<file path="src/verilog/ssc_consts.svh">
// Constants of the synthesizer serial configuration bank and its host
`ifndef SSC_CONSTS_SVH
`define SSC_CONSTS_SVH
// ------------------------------------------------------------
// Serial word layout: address first, then 20 data bits, MSB first
// ------------------------------------------------------------
`define SSC_WORD_BITS    24
`define SSC_ADDR_MSB     23
`define SSC_ADDR_LSB     20
`define SSC_DATA_MSB     19
`define SSC_ADDR_NUM     4'h1
`define SSC_ADDR_INT     4'h2
`define SSC_ADDR_DIV     4'h3
`define SSC_ADDR_FAST    4'h4
// ------------------------------------------------------------
// Field positions
// ------------------------------------------------------------
`define SSC_NUM_MSB      17
`define SSC_PNC_MSB      18
`define SSC_PNC_LSB      15
`define SSC_WDV_MSB      14
`define SSC_FLOAT_BIT    15
`define SSC_NSO_BIT      14
`define SSC_LWP_MSB      13
`define SSC_LWP_LSB      12
`define SSC_LDS_BIT      11
`define SSC_SIGN_BIT     10
`define SSC_PRE_MSB      9
`define SSC_PRE_LSB      8
`define SSC_REF_MSB      7
`define SSC_BEN_BIT      16
`define SSC_PFC_MSB      15
`define SSC_PFC_LSB      13
`define SSC_BCNT_MSB     12
// ------------------------------------------------------------
// Reset values and limits
// ------------------------------------------------------------
`define SSC_WORD_RST     20'h0_0000
`define SSC_REF_MIN      8'h04
`define SSC_LWP_BAD      2'h3
`define SSC_INT_MIN_P4   15'h0059
`define SSC_INT_MAX_P4   15'h1FFF
`define SSC_INT_MIN_P8   15'h00C9
`define SSC_INT_MAX_P8   15'h3FFF
`define SSC_INT_MIN_P16  15'h0209
`define SSC_INT_MAX_P16  15'h7FFF
`define SSC_LOCK_RUN     6'h3F
`define SSC_UNLOCK_RUN   3'h4
// ------------------------------------------------------------
// Host register offsets and timing
// ------------------------------------------------------------
`define SSC_REG_CTRL     8'h00
`define SSC_REG_TX       8'h04
`define SSC_REG_STAT     8'h08
`define SSC_CLK_PERIOD_NS 25
`define SSC_WAKE_SETTLE_NS 50000
`define SSC_WAKE_SETTLE_CYC ((`SSC_WAKE_SETTLE_NS + `SSC_CLK_PERIOD_NS - 1) / `SSC_CLK_PERIOD_NS)
`define SSC_SCLK_HALF_CYC 4'h4
`endif

</file>
<file path="src/verilog/ssc_pkg.sv">
// Types shared by both ends of the serial configuration link
package ssc_pkg;
  typedef enum logic [1:0] {
    SSC_PWR_DOWN,
    SSC_PWR_SAVE,
    SSC_PWR_NORMAL,
    SSC_PWR_BAD
  } ssc_power_t;
  typedef enum logic [2:0] {
    SSC_H_IDLE,
    SSC_H_BIT_LO,
    SSC_H_BIT_HI,
    SSC_H_LOAD,
    SSC_H_GAP
  } ssc_host_state_t;
endpackage

</file>
<file path="src/verilog/ssc_link_if.sv">
// Three-wire write link plus the two power pins
`timescale 1ns/1ps
interface ssc_link_if;
  logic sdata;
  logic sclk;
  logic load_strobe;
  logic chip_wake;
  logic active_release;
  modport host (
    output sdata,
    output sclk,
    output load_strobe,
    output chip_wake,
    output active_release
  );
  modport device (
    input  sdata,
    input  sclk,
    input  load_strobe,
    input  chip_wake,
    input  active_release
  );
endinterface

</file>
<file path="src/verilog/ssc_device.sv">
// Device end: serial configuration bank of the synthesizer
//
// Overview of operation
// RL1: Reference divide ratio 4 to 255 only.
// RL2: Prescaler code 00/01/1x gives 4/8/16.
// RL3: Host keeps integer within prescaler range.
// RL4: Host raises chip_wake before active_release.
// RL5: Pin pair selects down, save or normal.
// RL6: Host waits 50us after wake before writing.
// RL7: Power save floats the pump output.
// RL8: Release drop keeps programmed contents.
// RL9: Numerator pends until integer word written.
// RL10: Host writes numerator then integer word.
// RL11: Contents undefined; host writes every address.
// RL12: Numerator word holds 18-bit fraction.
// RL13: Integer word holds current code, divide.
// RL14: pump_float tri-states the pump output.
// RL15: noise_spread_on enables dithering.
// RL16: Lock window 1/2/3 cycles, 11 forbidden.
// RL17: lock_detect_select picks digital or analog.
// RL18: pump_sign sets pump polarity.
// RL19: Lock after 63 good comparisons.
// RL20: Boost runs boost_count cycles after trigger.
// RL21: Host programs boost_count 1 to 8191.
// RL22: 24 bits shifted, committed on strobe.
// RL23: Unknown addresses are ignored.
`timescale 1ns/1ps
`include "ssc_consts.svh"
module ssc_device
  import ssc_pkg::*;
(
  input  wire logic        hclk,
  input  wire logic        hresetn,
  input  wire logic        clk_en,
  ssc_link_if.device       link,
  input  wire logic        pd_tick,
  input  wire logic        phase_ok,
  input  wire logic        analog_lock_in,
  output logic [17:0]      fraction_top,
  output logic [14:0]      whole_divide_value,
  output logic [3:0]       pump_normal_current,
  output logic [2:0]       pump_fast_current,
  output logic [7:0]       ref_divide,
  output logic [4:0]       prescaler_p,
  output logic             noise_spread_on,
  output logic [1:0]       lock_window_pick,
  output logic             lock_detect_select,
  output logic             pump_sign,
  output logic             pump_hiz,
  output logic             boost_on,
  output logic             lock_out,
  output logic             setting_bad,
  output ssc_power_t       power_state
);
  // ------------------------------------------------------------
  // Pin synchronisers
  // ------------------------------------------------------------
  localparam int NPIN = 5;
  logic [NPIN-1:0] pin_raw;
  logic [NPIN-1:0] s1, s2, s3, pin, pin_q;
  assign pin_raw = {link.active_release, link.chip_wake, link.load_strobe,
                    link.sclk, link.sdata};
  // Three stages; a level counts once stages two and three agree
  genvar g;
  generate
    for (g = 0; g < NPIN; g++) begin : g_sync
      always_ff @(posedge hclk or negedge hresetn) begin
        if (!hresetn) begin
          s1[g]    <= 1'b0;
          s2[g]    <= 1'b0;
          s3[g]    <= 1'b0;
          pin[g]   <= 1'b0;
          pin_q[g] <= 1'b0;
        end else if (clk_en) begin
          s1[g] <= pin_raw[g];
          s2[g] <= s1[g];
          s3[g] <= s2[g];
          if (s2[g] == s3[g]) begin
            pin[g] <= s3[g];
          end
          pin_q[g] <= pin[g];
        end
      end
    end
  endgenerate
  logic sdata_i, sclk_rise, load_rise, wake_i, release_i, release_rise;
  assign sdata_i      = pin[0];
  assign sclk_rise    = pin[1] & ~pin_q[1];
  assign load_rise    = pin[2] & ~pin_q[2];
  assign wake_i       = pin[3];
  assign release_i    = pin[4];
  assign release_rise = pin[4] & ~pin_q[4];

  // ------------------------------------------------------------
  // Serial shifter and word commit
  // ------------------------------------------------------------
  logic [`SSC_WORD_BITS-1:0] shift_word;
  logic [3:0]                word_addr;
  logic [`SSC_DATA_MSB:0]    word_data;
  assign word_addr = shift_word[`SSC_ADDR_MSB:`SSC_ADDR_LSB];
  assign word_data = shift_word[`SSC_DATA_MSB:0];
  // Shift in on each serial clock rise while the chip is awake
  always_ff @(posedge hclk or negedge hresetn) begin
    if (!hresetn) begin
      shift_word <= 24'h00_0000;
    end else if (clk_en && wake_i && sclk_rise) begin
      shift_word <= {shift_word[`SSC_WORD_BITS-2:0], sdata_i}; // [RL22]
    end
  end

  logic [17:0] num_pending;
  logic [12:0] boost_count;
  logic        commit, freq_change, boost_enable, pump_float;
  assign commit = clk_en && wake_i && load_rise; // [RL22]
  // Register bank, zero after reset except prescaler_p at 4 [RL11]; kept on release [RL8]
  always_ff @(posedge hclk or negedge hresetn) begin
    if (!hresetn) begin
      num_pending         <= 18'h0_0000;
      fraction_top        <= 18'h0_0000;
      whole_divide_value  <= 15'h0000;
      pump_normal_current <= 4'h0;
      pump_float          <= 1'b0;
      noise_spread_on     <= 1'b0;
      lock_window_pick    <= 2'h0;
      lock_detect_select  <= 1'b0;
      pump_sign           <= 1'b0;
      prescaler_p         <= 5'h04;
      ref_divide          <= 8'h00;
      boost_enable        <= 1'b0;
      pump_fast_current   <= 3'h0;
      boost_count         <= 13'h0000;
      freq_change         <= 1'b0;
    end else if (clk_en) begin
      freq_change <= 1'b0;
      if (commit) begin
        unique case (word_addr)
          `SSC_ADDR_NUM: begin
            num_pending <= word_data[`SSC_NUM_MSB:0]; // [RL9] [RL12]
          end
          `SSC_ADDR_INT: begin
            fraction_top        <= num_pending; // [RL9]
            pump_normal_current <= word_data[`SSC_PNC_MSB:`SSC_PNC_LSB]; // [RL13]
            whole_divide_value  <= word_data[`SSC_WDV_MSB:0]; // [RL13]
            freq_change         <= 1'b1;
          end
          `SSC_ADDR_DIV: begin
            pump_float         <= word_data[`SSC_FLOAT_BIT]; // [RL14]
            noise_spread_on    <= word_data[`SSC_NSO_BIT]; // [RL15]
            lock_window_pick   <= word_data[`SSC_LWP_MSB:`SSC_LWP_LSB]; // [RL16]
            lock_detect_select <= word_data[`SSC_LDS_BIT]; // [RL17]
            pump_sign          <= word_data[`SSC_SIGN_BIT]; // [RL18]
            ref_divide         <= word_data[`SSC_REF_MSB:0]; // [RL1]
            // Codes 10 and 11 both give sixteen
            unique case (word_data[`SSC_PRE_MSB:`SSC_PRE_LSB])
              2'h0:    prescaler_p <= 5'h04; // [RL2]
              2'h1:    prescaler_p <= 5'h08; // [RL2]
              default: prescaler_p <= 5'h10; // [RL2]
            endcase
          end
          `SSC_ADDR_FAST: begin
            boost_enable      <= word_data[`SSC_BEN_BIT];
            pump_fast_current <= word_data[`SSC_PFC_MSB:`SSC_PFC_LSB];
            boost_count       <= word_data[`SSC_BCNT_MSB:0];
          end
          default: begin
            // Other addresses leave the bank untouched [RL23]
          end
        endcase
      end
    end
  end

  // Flags settings that the device cannot honour
  always_ff @(posedge hclk or negedge hresetn) begin
    if (!hresetn) begin
      setting_bad <= 1'b0;
    end else if (clk_en) begin
      setting_bad <= (ref_divide < `SSC_REF_MIN) ||
                     (lock_window_pick == `SSC_LWP_BAD); // [RL1] [RL16]
    end
  end

  // ------------------------------------------------------------
  // Power state and pump output control
  // ------------------------------------------------------------
  ssc_power_t next_power_state;
  always_comb begin
    unique case ({wake_i, release_i})
      2'b00:   next_power_state = SSC_PWR_DOWN; // [RL5]
      2'b10:   next_power_state = SSC_PWR_SAVE; // [RL5]
      2'b11:   next_power_state = SSC_PWR_NORMAL; // [RL5]
      default: next_power_state = SSC_PWR_BAD; // [RL5]
    endcase
  end
  // Pump floats unless running normally with float clear
  always_ff @(posedge hclk or negedge hresetn) begin
    if (!hresetn) begin
      power_state <= SSC_PWR_DOWN;
      pump_hiz    <= 1'b1;
    end else if (clk_en) begin
      power_state <= next_power_state;
      pump_hiz    <= pump_float ||
                     (next_power_state != SSC_PWR_NORMAL); // [RL7] [RL14]
    end
  end

  // ------------------------------------------------------------
  // Fast-lock boost timer, counted in phase detector cycles
  // ------------------------------------------------------------
  logic [12:0] boost_left;
  always_ff @(posedge hclk or negedge hresetn) begin
    if (!hresetn) begin
      boost_left <= 13'h0000;
      boost_on   <= 1'b0;
    end else if (clk_en) begin
      if (boost_enable && (freq_change || release_rise)) begin
        boost_left <= boost_count; // [RL20]
        boost_on   <= (boost_count != 13'h0000);
      end else if (pd_tick && boost_left != 13'h0000) begin
        boost_left <= boost_left - 13'h0001; // [RL20]
        boost_on   <= (boost_left != 13'h0001);
      end
    end
  end

  // ------------------------------------------------------------
  // Lock detect
  // ------------------------------------------------------------
  logic [5:0] good_run;
  logic [2:0] bad_run;
  logic       digital_lock;
  // Drops at each new frequency, rises after a run of good compares
  always_ff @(posedge hclk or negedge hresetn) begin
    if (!hresetn) begin
      good_run     <= 6'h00;
      bad_run      <= 3'h0;
      digital_lock <= 1'b0;
    end else if (clk_en) begin
      if (freq_change) begin
        good_run     <= 6'h00; // [RL19]
        bad_run      <= 3'h0;
        digital_lock <= 1'b0; // [RL19]
      end else if (pd_tick) begin
        if (phase_ok) begin
          bad_run <= 3'h0;
          if (good_run != `SSC_LOCK_RUN) begin
            good_run <= good_run + 6'h01;
          end
          if (good_run == `SSC_LOCK_RUN - 6'h01) begin
            digital_lock <= 1'b1; // [RL19]
          end
        end else begin
          good_run <= 6'h00;
          if (bad_run != `SSC_UNLOCK_RUN) begin
            bad_run <= bad_run + 3'h1;
          end
          if (bad_run == `SSC_UNLOCK_RUN - 3'h1) begin
            digital_lock <= 1'b0;
          end
        end
      end
    end
  end
  // Lock pin source selection
  always_ff @(posedge hclk or negedge hresetn) begin
    if (!hresetn) begin
      lock_out <= 1'b0;
    end else if (clk_en) begin
      lock_out <= lock_detect_select ? analog_lock_in : digital_lock; // [RL17]
    end
  end
endmodule

</file>
<file path="src/flat_wrapper.sv">
// flat-port wrapper written by rule: the top's interface ports become plain ports
module ssc_device_flat import ssc_pkg::*;
  (hclk, hresetn, clk_en, pd_tick, phase_ok, analog_lock_in, fraction_top, whole_divide_value, pump_normal_current, pump_fast_current, ref_divide, prescaler_p, noise_spread_on, lock_window_pick, lock_detect_select, pump_sign, pump_hiz, boost_on, lock_out, setting_bad, power_state, link_sdata, link_sclk, link_load_strobe, link_chip_wake, link_active_release);
  ssc_link_if link_i ();
  input  wire logic hclk;
  input  wire logic hresetn;
  input  wire logic clk_en;
  input  wire logic pd_tick;
  input  wire logic phase_ok;
  input  wire logic analog_lock_in;
  output logic [17:0] fraction_top;
  output logic [14:0] whole_divide_value;
  output logic [3:0] pump_normal_current;
  output logic [2:0] pump_fast_current;
  output logic [7:0] ref_divide;
  output logic [4:0] prescaler_p;
  output logic noise_spread_on;
  output logic [1:0] lock_window_pick;
  output logic lock_detect_select;
  output logic pump_sign;
  output logic pump_hiz;
  output logic boost_on;
  output logic lock_out;
  output logic setting_bad;
  output ssc_power_t power_state;
  input wire logic [$bits(link_i.sdata)-1:0] link_sdata;
  input wire logic [$bits(link_i.sclk)-1:0] link_sclk;
  input wire logic [$bits(link_i.load_strobe)-1:0] link_load_strobe;
  input wire logic [$bits(link_i.chip_wake)-1:0] link_chip_wake;
  input wire logic [$bits(link_i.active_release)-1:0] link_active_release;
  assign link_i.sdata = link_sdata;
  assign link_i.sclk = link_sclk;
  assign link_i.load_strobe = link_load_strobe;
  assign link_i.chip_wake = link_chip_wake;
  assign link_i.active_release = link_active_release;
  ssc_device u_core (.hclk(hclk), .hresetn(hresetn), .clk_en(clk_en), .link(link_i), .pd_tick(pd_tick), .phase_ok(phase_ok), .analog_lock_in(analog_lock_in), .fraction_top(fraction_top), .whole_divide_value(whole_divide_value), .pump_normal_current(pump_normal_current), .pump_fast_current(pump_fast_current), .ref_divide(ref_divide), .prescaler_p(prescaler_p), .noise_spread_on(noise_spread_on), .lock_window_pick(lock_window_pick), .lock_detect_select(lock_detect_select), .pump_sign(pump_sign), .pump_hiz(pump_hiz), .boost_on(boost_on), .lock_out(lock_out), .setting_bad(setting_bad), .power_state(power_state));
endmodule
</file>
<file path="config.mk">
export PLATFORM = sky130hd
export DESIGN_NAME = ssc_device_flat
export DESIGN_NICKNAME = d
export VERILOG_FILES = /design/src/verilog/ssc_pkg.sv /design/src/verilog/ssc_link_if.sv /design/src/verilog/ssc_device.sv /design/src/flat_wrapper.sv
export VERILOG_INCLUDE_DIRS = /design/src /design/src/verilog
export SDC_FILE = /design/constraint.sdc
export NUM_CORES = 1
export LEC_CHECK = 0
export BUFFER_PORTS_ARGS = -buffer_cell sky130_fd_sc_hd__buf_4
export CORE_ASPECT_RATIO = 2
export CORE_MARGIN = 3
export CORE_UTILIZATION = 58
export DETAILED_ROUTE_END_ITERATION = 7
export GPL_TIMING_DRIVEN = 0
export HOLD_SLACK_MARGIN = 0.12
export PLACE_DENSITY = 0.77
export SYNTH_ARGS = -nofsm -noshare
export SYNTH_HDL_FRONTEND = slang
export SYNTH_SLANG_ARGS = --single-unit
</file>
<file path="constraint.sdc">
create_clock -name hclk -period 2.9 [get_ports hclk]
set_input_delay 0.58 -clock hclk [delete_from_list [all_inputs] [get_ports hclk]]
set_output_delay 0.58 -clock hclk [all_outputs]
set_load 0.02 [all_outputs]
</file>
Word level (Yosys, flattened, before mapping)
Cells that the tools add are included.
W data, S select, Z words.
{"block": "word_totals", "register_bits": 168, "input_bits": 11, "word_cells": 130}
{"block": "classes", "addsub": 3, "n_lt_le_gt_ge": 1, "eq_ne": 21, "n_mux": 22, "bitwise_logic": 6, "n_reduce_logical": 29}
{"cell": "$mux W13", "n": 2}
{"cell": "$reduce_bool A13 Y1", "n": 2}
{"cell": "$mux W6", "n": 4}
{"cell": "$reduce_and A3 Y1", "n": 6}
{"cell": "$ne A13 B1 Y1 const B", "n": 1}
{"cell": "$sub A13 B1 Y13 const B", "n": 1}
{"cell": "$mux W3", "n": 4}
{"cell": "$reduce_and A2 Y1", "n": 6}
{"cell": "$mux W1", "n": 10}
{"cell": "$pmux W5 S2", "n": 1}
{"cell": "$eq A4 B2 Y1 const B", "n": 2}
{"cell": "$lt A8 B3 Y1 const B", "n": 1}
{"cell": "$add A6 B1 Y6 const B", "n": 1}
{"cell": "$eq A2 B2 Y1 const B", "n": 3}
{"cell": "$eq A6 B6 Y1 const B", "n": 1}
{"cell": "$ne A3 B1 Y1 const B", "n": 2}
{"cell": "$ne A6 B6 Y1 const B", "n": 1}
{"cell": "$pmux W2 S3", "n": 1}
{"cell": "$reduce_bool A3 Y1", "n": 2}
{"cell": "$eq A1 B1 Y1", "n": 5}
{"cell": "$logic_and A1 B1 Y1", "n": 5}
{"cell": "$eq A4 B1 Y1 const B", "n": 1}
{"cell": "$eq A4 B3 Y1 const B", "n": 1}
{"cell": "$logic_not A2 Y1", "n": 2}
{"cell": "10 further kinds", "n": 17}

Depth between registers and ports, before layout
Gate-level depths: netlist (run 1).
{"block": "logic_depth", "depth_word": 6, "depth_mapped": 7, "ltp_nobuf": 7}

Least setup slack after synthesis (run 1)
Ideal clock, no wire load.
{"block": "synth_path", "path_type": "input to register", "from": "in clk_en", "to": "reg u_core.num_pending[10]", "arrival_ns": 2.103, "t_required_ns": 2.775, "slack_ns": 0.672, "path_stages": 7, "n_path_buf": 2, "path_cell_list": "buf_2 nand3_1 nor4_1 nand2_1 nor2_2 buf_2 mux2_2"}
{"block": "synth_between", "elab_chain_cells": 3}
{"item": "from (decl)", "line_no": "flat_wrapper.sv:7", "rtl": "input wire logic clk_en;"}
{"item": "$logic_and A1 B1 Y1 (2 in a row)", "line_no": "ssc_device.sv:114", "rtl": "assign commit = clk_en && wake_i && load_rise;"}
{"item": "$reduce_and A3 Y1 (no line) (*)"}
{"item": "to (signal assigned)", "line_no": "ssc_device.sv:138", "rtl": "num_pending <= word_data[`SSC_NUM_MSB:0];"}
{"item": "to (decl)", "line_no": "ssc_device.sv:111", "rtl": "logic [17:0] num_pending;"}
Every way passes the cells marked *; elsewhere a longest branch is shown, timed or not.
A chain may end at the register's enable or synchronous reset.

Worst setup path in the final report (run 1)
{"block": "layout_path", "from": "reg u_core.pin[3], in the netlist u_core.wake_i", "to": "reg u_core.lock_detect_select"}
{"block": "layout_between", "elab_chain_cells": 3}
{"item": "from (decl)", "line_no": "ssc_device.sv:60", "rtl": "logic [NPIN-1:0] s1, s2, s3, pin, pin_q;"}
{"item": "from (signal, indexed assignment)", "line_no": "ssc_device.sv:79", "rtl": "pin[g] <= s3[g];"}
{"item": "$logic_and A1 B1 Y1 (2 in a row)", "line_no": "ssc_device.sv:114"}
{"item": "$reduce_and A3 Y1 (no line)"}
{"item": "to (signal assigned)", "line_no": "ssc_device.sv:150", "rtl": "lock_detect_select <= word_data[`SSC_LDS_BIT];"}
{"item": "to (decl)", "line_no": "ssc_device.sv:47", "rtl": "output logic lock_detect_select,"}
No other way between the ends.

==> flow_summary.json, run 1 <==
{
  "cts.reportedPaths.clkPinSlew_ns": 0.07,
  "grt_max_degree": 106,
  "synth-edff-count": 0,
  "ys_seq_elements": 166,
  "synth_cell_types": 57,
  "critPathKind": "flip-flop to flip-flop",
  "drc": 0,
  "io_buffers": 71,
  "rsz0062_at_grt": "no",
  "setup_violations": 0,
  "cts-root-buf": "clkbuf_16",
  "clkSinkCount": 166,
  "pin_count": 75,
  "endpoint_kind": "flip-flop",
  "ant_nets": 0,
  "drt-total-wl_um": 15100,
  "powerDensity_mw_per_mm2": 650,
  "grt_overflow": 0,
  "min_period_ns": 2.56,
  "synth-async-reset-ratio_pct": 100,
  "fp.coreArea_mm2": 0.0118,
  "placed_area_mm2": 0.00776,
  "place.gp.congestion": 0.914,
  "clock_latency_ns": 0.42,
  "vdd_drop_max_v": 0.000532,
  "met1_length_um": 5740,
  "h-tree-depth": 4,
  "slew_headroom_pct": 46.1,
  "diodes": 0,
  "tns_ns": 0,
  "yosysWarnings": 0,
  "finClkSkew_ns": 0.00880,
  "start_kind": "flip-flop",
  "synthFlopType": "dfrtp_1",
  "cts_tree": "done",
  "antenna_found_initial": 0,
  "synth_area_mm2": 0.00702,
  "grt_pass1_wl_um": 24600,
  "cp_max_fo": 10,
  "clock_path_buffers": 2,
  "hold_path_class": "input port to async pin",
  "grt_pass1_vias": 4957,
  "die_h_um": 162,
  "syn2layout_area_growth_pct": 18.7,
  "crit_arrival_ns": 2.85,
  "vias": 4604,
  "final_area_mm2": 0.00833,
  "yosysSeqAreaShare_pct": 59.2,
  "drv_cap": 0,
  "drtIter0Drc": 193,
  "synthCells": 529,
  "top_layer": "met4",
  "cts-resized-gates": 0,
  "wl_per_cell_um": 19.4,
  "dr.pass1.iters": 5,
  "wl_met2_um": 8450,
  "hpwl_um": 10500,
  "worstMarginPinSlew_ns": 0.801,
  "num_rows": 56,
  "drv_slew": 0,
  "numCtsBuffers": 17,
  "start_util_pct": 59.6,
  "die_area_mm2": 0.0135,
  "die_width_um": 83.8,
  "fin_nets": 643,
  "leakage_nw": 4.17,
  "timing.fmax_ghz": 0.391,
  "drive_gt1_share_pct": 40.2,
  "postSynthAreaPerCell_um2": 13.3,
  "cts_hold_buf": 0,
  "hold_violations": 0,
  "min_period_over_period_pct": 88.2,
  "worst_ep_required_time_ns": 3.20,
  "post-cts-setup-buffers": 0,
  "viasPerCell": 5.91,
  "dr_wl_met3_um": 569,
  "grtUsageTotal_pct": 23.1,
  "outcome": "finished, final reports clean"
}
## layout by cell type, fill, tap and decap left out, drive strengths merged, types with 5 or more instances in the layout
cell type  instances
clkbuf            33
inv               16
nand2b             7
o22ai              6
o21ai             12
ha                11
or3                5
nor2              31
nand2             21
nor3              10
buf               81
dfrtp            164
nor4               6
nand3              8
mux2             132
clkinv             7
a21oi             23
## worst max-delay path, stage by stage, from the launching register on
cell and delay (ns):
dfrtp_1 0.47, nand3_1 0.14, nor4_1 0.48, nand3_1 0.51, clkbuf_1 0.45, mux2_2 0.37
## worst paths after layout
kind	start	end	slack [ns]	cells past startpoint
max	u_core.wake_i	u_core.lock_detect_select	0.34	5
min in group hclk	link_chip_wake	u_core.s1[3]	0.39	2
min	hresetn	u_core.s2[3]	0.13	1
max reg2reg	u_core.wake_i	u_core.lock_detect_select	0.34	5
max in group asynchronous	hresetn	u_core.bad_run[1]	1.85	2
min reg2reg	u_core.prescaler_p[2]	u_core.prescaler_p[2]	0.48	2
## per-layer routing
layer  global-route usage [%]  vias up
li1                         -     2091
met1                     26.0     2355
met2                     42.1      132
met3                     5.36       26
met4                     8.64        0
met5                        0        -
## through the flow
step | cells | hold slack, ns | power [mW] | setup slack, ns | utilization (%)
2_1_floorplan | 530 | 0.284 | 3.06 | 0.672 | -
3_3_place_gp | 746 | 0.464 | 3.24 | 0.140 | 65.7
3_5_place_dp | 747 | 0.476 | 3.30 | 0.0378 | 66.0
4_1_cts | 779 | 0.150 | 5.44 | 0.340 | 70.8
5_1_grt | 779 | 0.163 | 5.63 | 0.135 | 70.8
6_report | 779 | 0.127 | 5.41 | 0.343 | 70.8
## area by class of cell
class                      count  area (um^2)
timing repair buffer          72          564
clock buffer                  19          443
sequential                   166         4160
tap                          145          181
inverter                      12         45.0
buffer                        23         97.6
multi-input combinational    329         2720
clock inverter                13          123
fill                         833         3440
## flip-flops by register name, indices dropped and copies added, names as in the netlist, 2 cells and up
| signal | flops |
|---|---|
| u_core.shift_word | 24 |
| u_core.fraction_top | 18 |
| u_core.num_pending | 18 |
| u_core.whole_divide_value | 15 |
| u_core.boost_count | 13 |
| u_core.boost_left | 13 |
| u_core.ref_divide | 8 |
| u_core.good_run | 6 |
| u_core.s1 | 5 |
| u_core.s2 | 5 |
| u_core.s3 | 5 |
| u_core.pump_normal_current | 4 |
| u_core.bad_run | 3 |
| u_core.pin_q | 3 |
| u_core.prescaler_p | 3 |
| u_core.pump_fast_current | 3 |
| u_core.lock_window_pick | 2 |
| u_core.pin | 2 |
| u_core.power_state | 2 |
## power breakdown
group          total [mW]  switching, mW  leakage [nW]  internal [mW]
clock network        2.15          0.932         0.278           1.22
logic               0.560          0.302          1.67          0.259
registers            2.71          0.211          2.22           2.49
## cells by family after synthesis
| family | count (synthesis) | synth area share, % |
|---|---|---|
| adders and majority gates | 11 | 1.96 |
| muxes | 134 | 21.5 |
| buffers and inverters | 35 | 2.03 |
| and+or+nand+nor | 108 | 8.22 |
| other | 1 | 0.0535 |
| DFF | 166 | 59.2 |
| AOI/OAI and AO/OA | 70 | 6.46 |
| xor gates and xnor gates | 4 | 0.499 |
## synth_stat cells (3+ instances only)
master	n	area, um^2
o31ai_1	3	22.5
a21oi_1	23	115
inv_1	12	45.0
dfrtp_1	164	4100
or3_2	3	22.5
buf_1	4	15.0
nor4_1	6	37.5
nand3_1	8	40.0
nor2_1	30	113
o21ai_0	10	50.1
nor3_1	10	50.1
ha_1	11	138
buf_2	3	15.0
nand2b_1	7	43.8
clkbuf_1	14	52.6
a2bb2oi_1	4	35.0
mux2_2	131	1480
nand2_1	20	75.1
o22ai_1	6	37.5
o21a_1	3	22.5
nand4_1	4	25.0
Note: power is estimated with default switching activity, not from simulation.
==> run 2: changes to the inputs <==
==> constraint.sdc (replaced) <==
create_clock -name hclk -period 2.9 [get_ports hclk]
set_input_delay 0.145 -clock hclk [delete_from_list [all_inputs] [get_ports hclk]]
set_output_delay 0.145 -clock hclk [all_outputs]
set_load 0.02 [all_outputs]
==> run 2 against run 1 <==
Critical endpoint unchanged. Worst setup slack worse by 0.019 ns. Total power up 0.13%. Critical path depth unchanged. Sequential share of layout area down 0.48 points. Maximum frequency down 0.74%. Count of clock-buffer cells in the layout unchanged. Clock power about the same. Largest power group unchanged. First-iteration DRC count up 11%.
==> flow_summary.json, run 2 (synthesized netlist as in run 1, its figures left out) <==
{
  "outcome": "finished, final reports clean",
  "critPathKind": "flip-flop to flip-flop",
  "viasPerCell": 5.92,
  "fin_nets": 651,
  "syn2layout_area_growth_pct": 19.9,
  "leakage_nw": 4.20,
  "hold_path_class": "input port to flip-flop",
  "grt_overflow": 0,
  "placed_area_mm2": 0.00776,
  "ant_nets": 0,
  "hpwl_um": 10500,
  "reg2reg_to": "u_core.lock_detect_select",
  "reg2reg_depth": 5,
  "drive_gt1_share_pct": 39.7,
  "met3_usage_pct": 5.41,
  "num_rows": 56,
  "largest_register": "u_core.shift_word",
  "gr-usage-met2_pct": 42.2,
  "final_cell_mix": "dfrtp_1 (164), mux2_2 (131), buf_4 (72)",
  "h-tree-depth": 4,
  "min_period_over_period_pct": 88.8,
  "cp_max_fo": 10,
  "largestRegisters": "u_core.shift_word (24), u_core.fraction_top (18), u_core.num_pending (18)",
  "grt_busiest_layer": "met2",
  "r2r-start": "u_core.wake_i",
  "regToRegSetupSlack_ns": 0.32,
  "clock_latency_ns": 0.42,
  "start_kind": "flip-flop",
  "antenna_found_initial": 0,
  "worstMarginPinSlew_ns": 0.783,
  "grt_pass1_wl_um": 24700,
  "place_ws_ns": 0.361,
  "numCtsBuffers": 17,
  "timing.fmax_ghz": 0.388,
  "place.gp.congestion": 0.914,
  "endpoint_kind": "flip-flop",
  "tns_ns": 0,
  "hold_depth": 4,
  "vias": 4656,
  "fp.coreArea_mm2": 0.0118,
  "pin_count": 75,
  "finClkSkew_ns": 0.00825,
  "die_area_mm2": 0.0135,
  "final_common_cell": "dfrtp_1",
  "largest_reg_flops": 24,
  "rsz0062_at_grt": "no",
  "clock_path_buffers": 2,
  "drtIter0Drc": 215,
  "die_width_um": 83.8,
  "wl_per_cell_um": 19.2,
  "hold_end": "u_core.boost_left[2]",
  "diodes": 0,
  "post-cts-setup-buffers": 0,
  "cts_hold_buf": 8,
  "dr.pass1.iters": 5,
  "final.setup.worst_slack_ns": 0.324,
  "min_period_ns": 2.58,
  "drc": 0,
  "cts-root-buf": "clkbuf_16",
  "cts-resized-gates": 0,
  "vdd_drop_max_v": 0.000531,
  "min_from": "pd_tick",
  "clkSinkCount": 166,
  "nFillCells": 820,
  "crit_arrival_ns": 2.87,
  "grt_max_degree": 106,
  "io_buffers": 71,
  "worst_ep_required_time_ns": 3.20,
  "drv_slew": 0,
  "start_util_pct": 59.6,
  "grt_pass1_vias": 5005,
  "use_met1_pct": 26.1,
  "grtUsageTotal_pct": 23.2,
  "setup_violations": 0,
  "hold_violations": 0,
  "drv_cap": 0,
  "cts_tree": "done",
  "slew_headroom_pct": 47.3,
  "final_area_mm2": 0.00841,
  "powerDensity_mw_per_mm2": 645,
  "cts.reportedPaths.clkPinSlew_ns": 0.07,
  "drt-total-wl_um": 15100,
  "die_h_um": 162
}
## run 2: cell count changes in the layout (fill, tap and decap cells not counted), sizes merged
cell,change
dlygate4sd3,+8
## run 2: metrics by stage
stage	cells	power (mW)	util [%]	hold slack [ns]
2_1_floorplan	530	3.06	-	-0.151
3_3_place_gp	746	3.24	65.7	0.379
3_5_place_dp	747	3.30	66.0	0.163
4_1_cts	787	5.45	71.4	0.159
5_1_grt	787	5.64	71.4	0.184
6_report	787	5.42	71.4	0.177
## run 2: critical path: stages, from the launching register on
cell      delay [ns]
dfrtp_1         0.48
nand3_1         0.15
nor4_1          0.49
nand3_1         0.52
clkbuf_1        0.45
mux2_2          0.37
## run 2: report_power, final
part / switching [mW] / internal, mW / total [mW]
Sequential: 0.212 / 2.49 / 2.71
Combinational: 0.305 / 0.266 / 0.570
Clock: 0.929 / 1.22 / 2.14
Total: 1.45 / 3.98 / 5.42
## run 2: worst max-delay path by stage
| stage | from | end | slack, ns | cells after the start |
|---|---|---|---|---|
| final | u_core.wake_i | u_core.lock_detect_select | 0.32 | 5 |
| after global routing | u_core.boost_left[0] | u_core.boost_left[6] | 0.14 | 7 |
| after detailed placement | u_core.wake_i | u_core.pump_sign | 0.36 | 5 |
| after global placement | u_core.wake_i | u_core.noise_spread_on | 0.47 | 5 |
| after floorplan | u_core.boost_left[0] | u_core.boost_on | 0.72 | 7 |
| after CTS | u_core.wake_i | u_core.lock_detect_select | 0.34 | 5 |
## run 2: area by class of cell
type	count	area [um^2]	share of cell area, %
clock buffer	19	443	5.27
clock inverter	13	123	1.46
sequential	166	4160	49.4
timing repair buffer	80	644	7.66
buffer	23	97.6	1.16
multi-input combinational	329	2720	32.3
inverter	12	45.0	0.536
tap	145	181	2.16
## run 2: metal layers
metal	up-vias	wire [um]
met3	31	580
met4	0	332
li1	2107	-
met5	-	0
met1	2360	5740
met2	158	8490
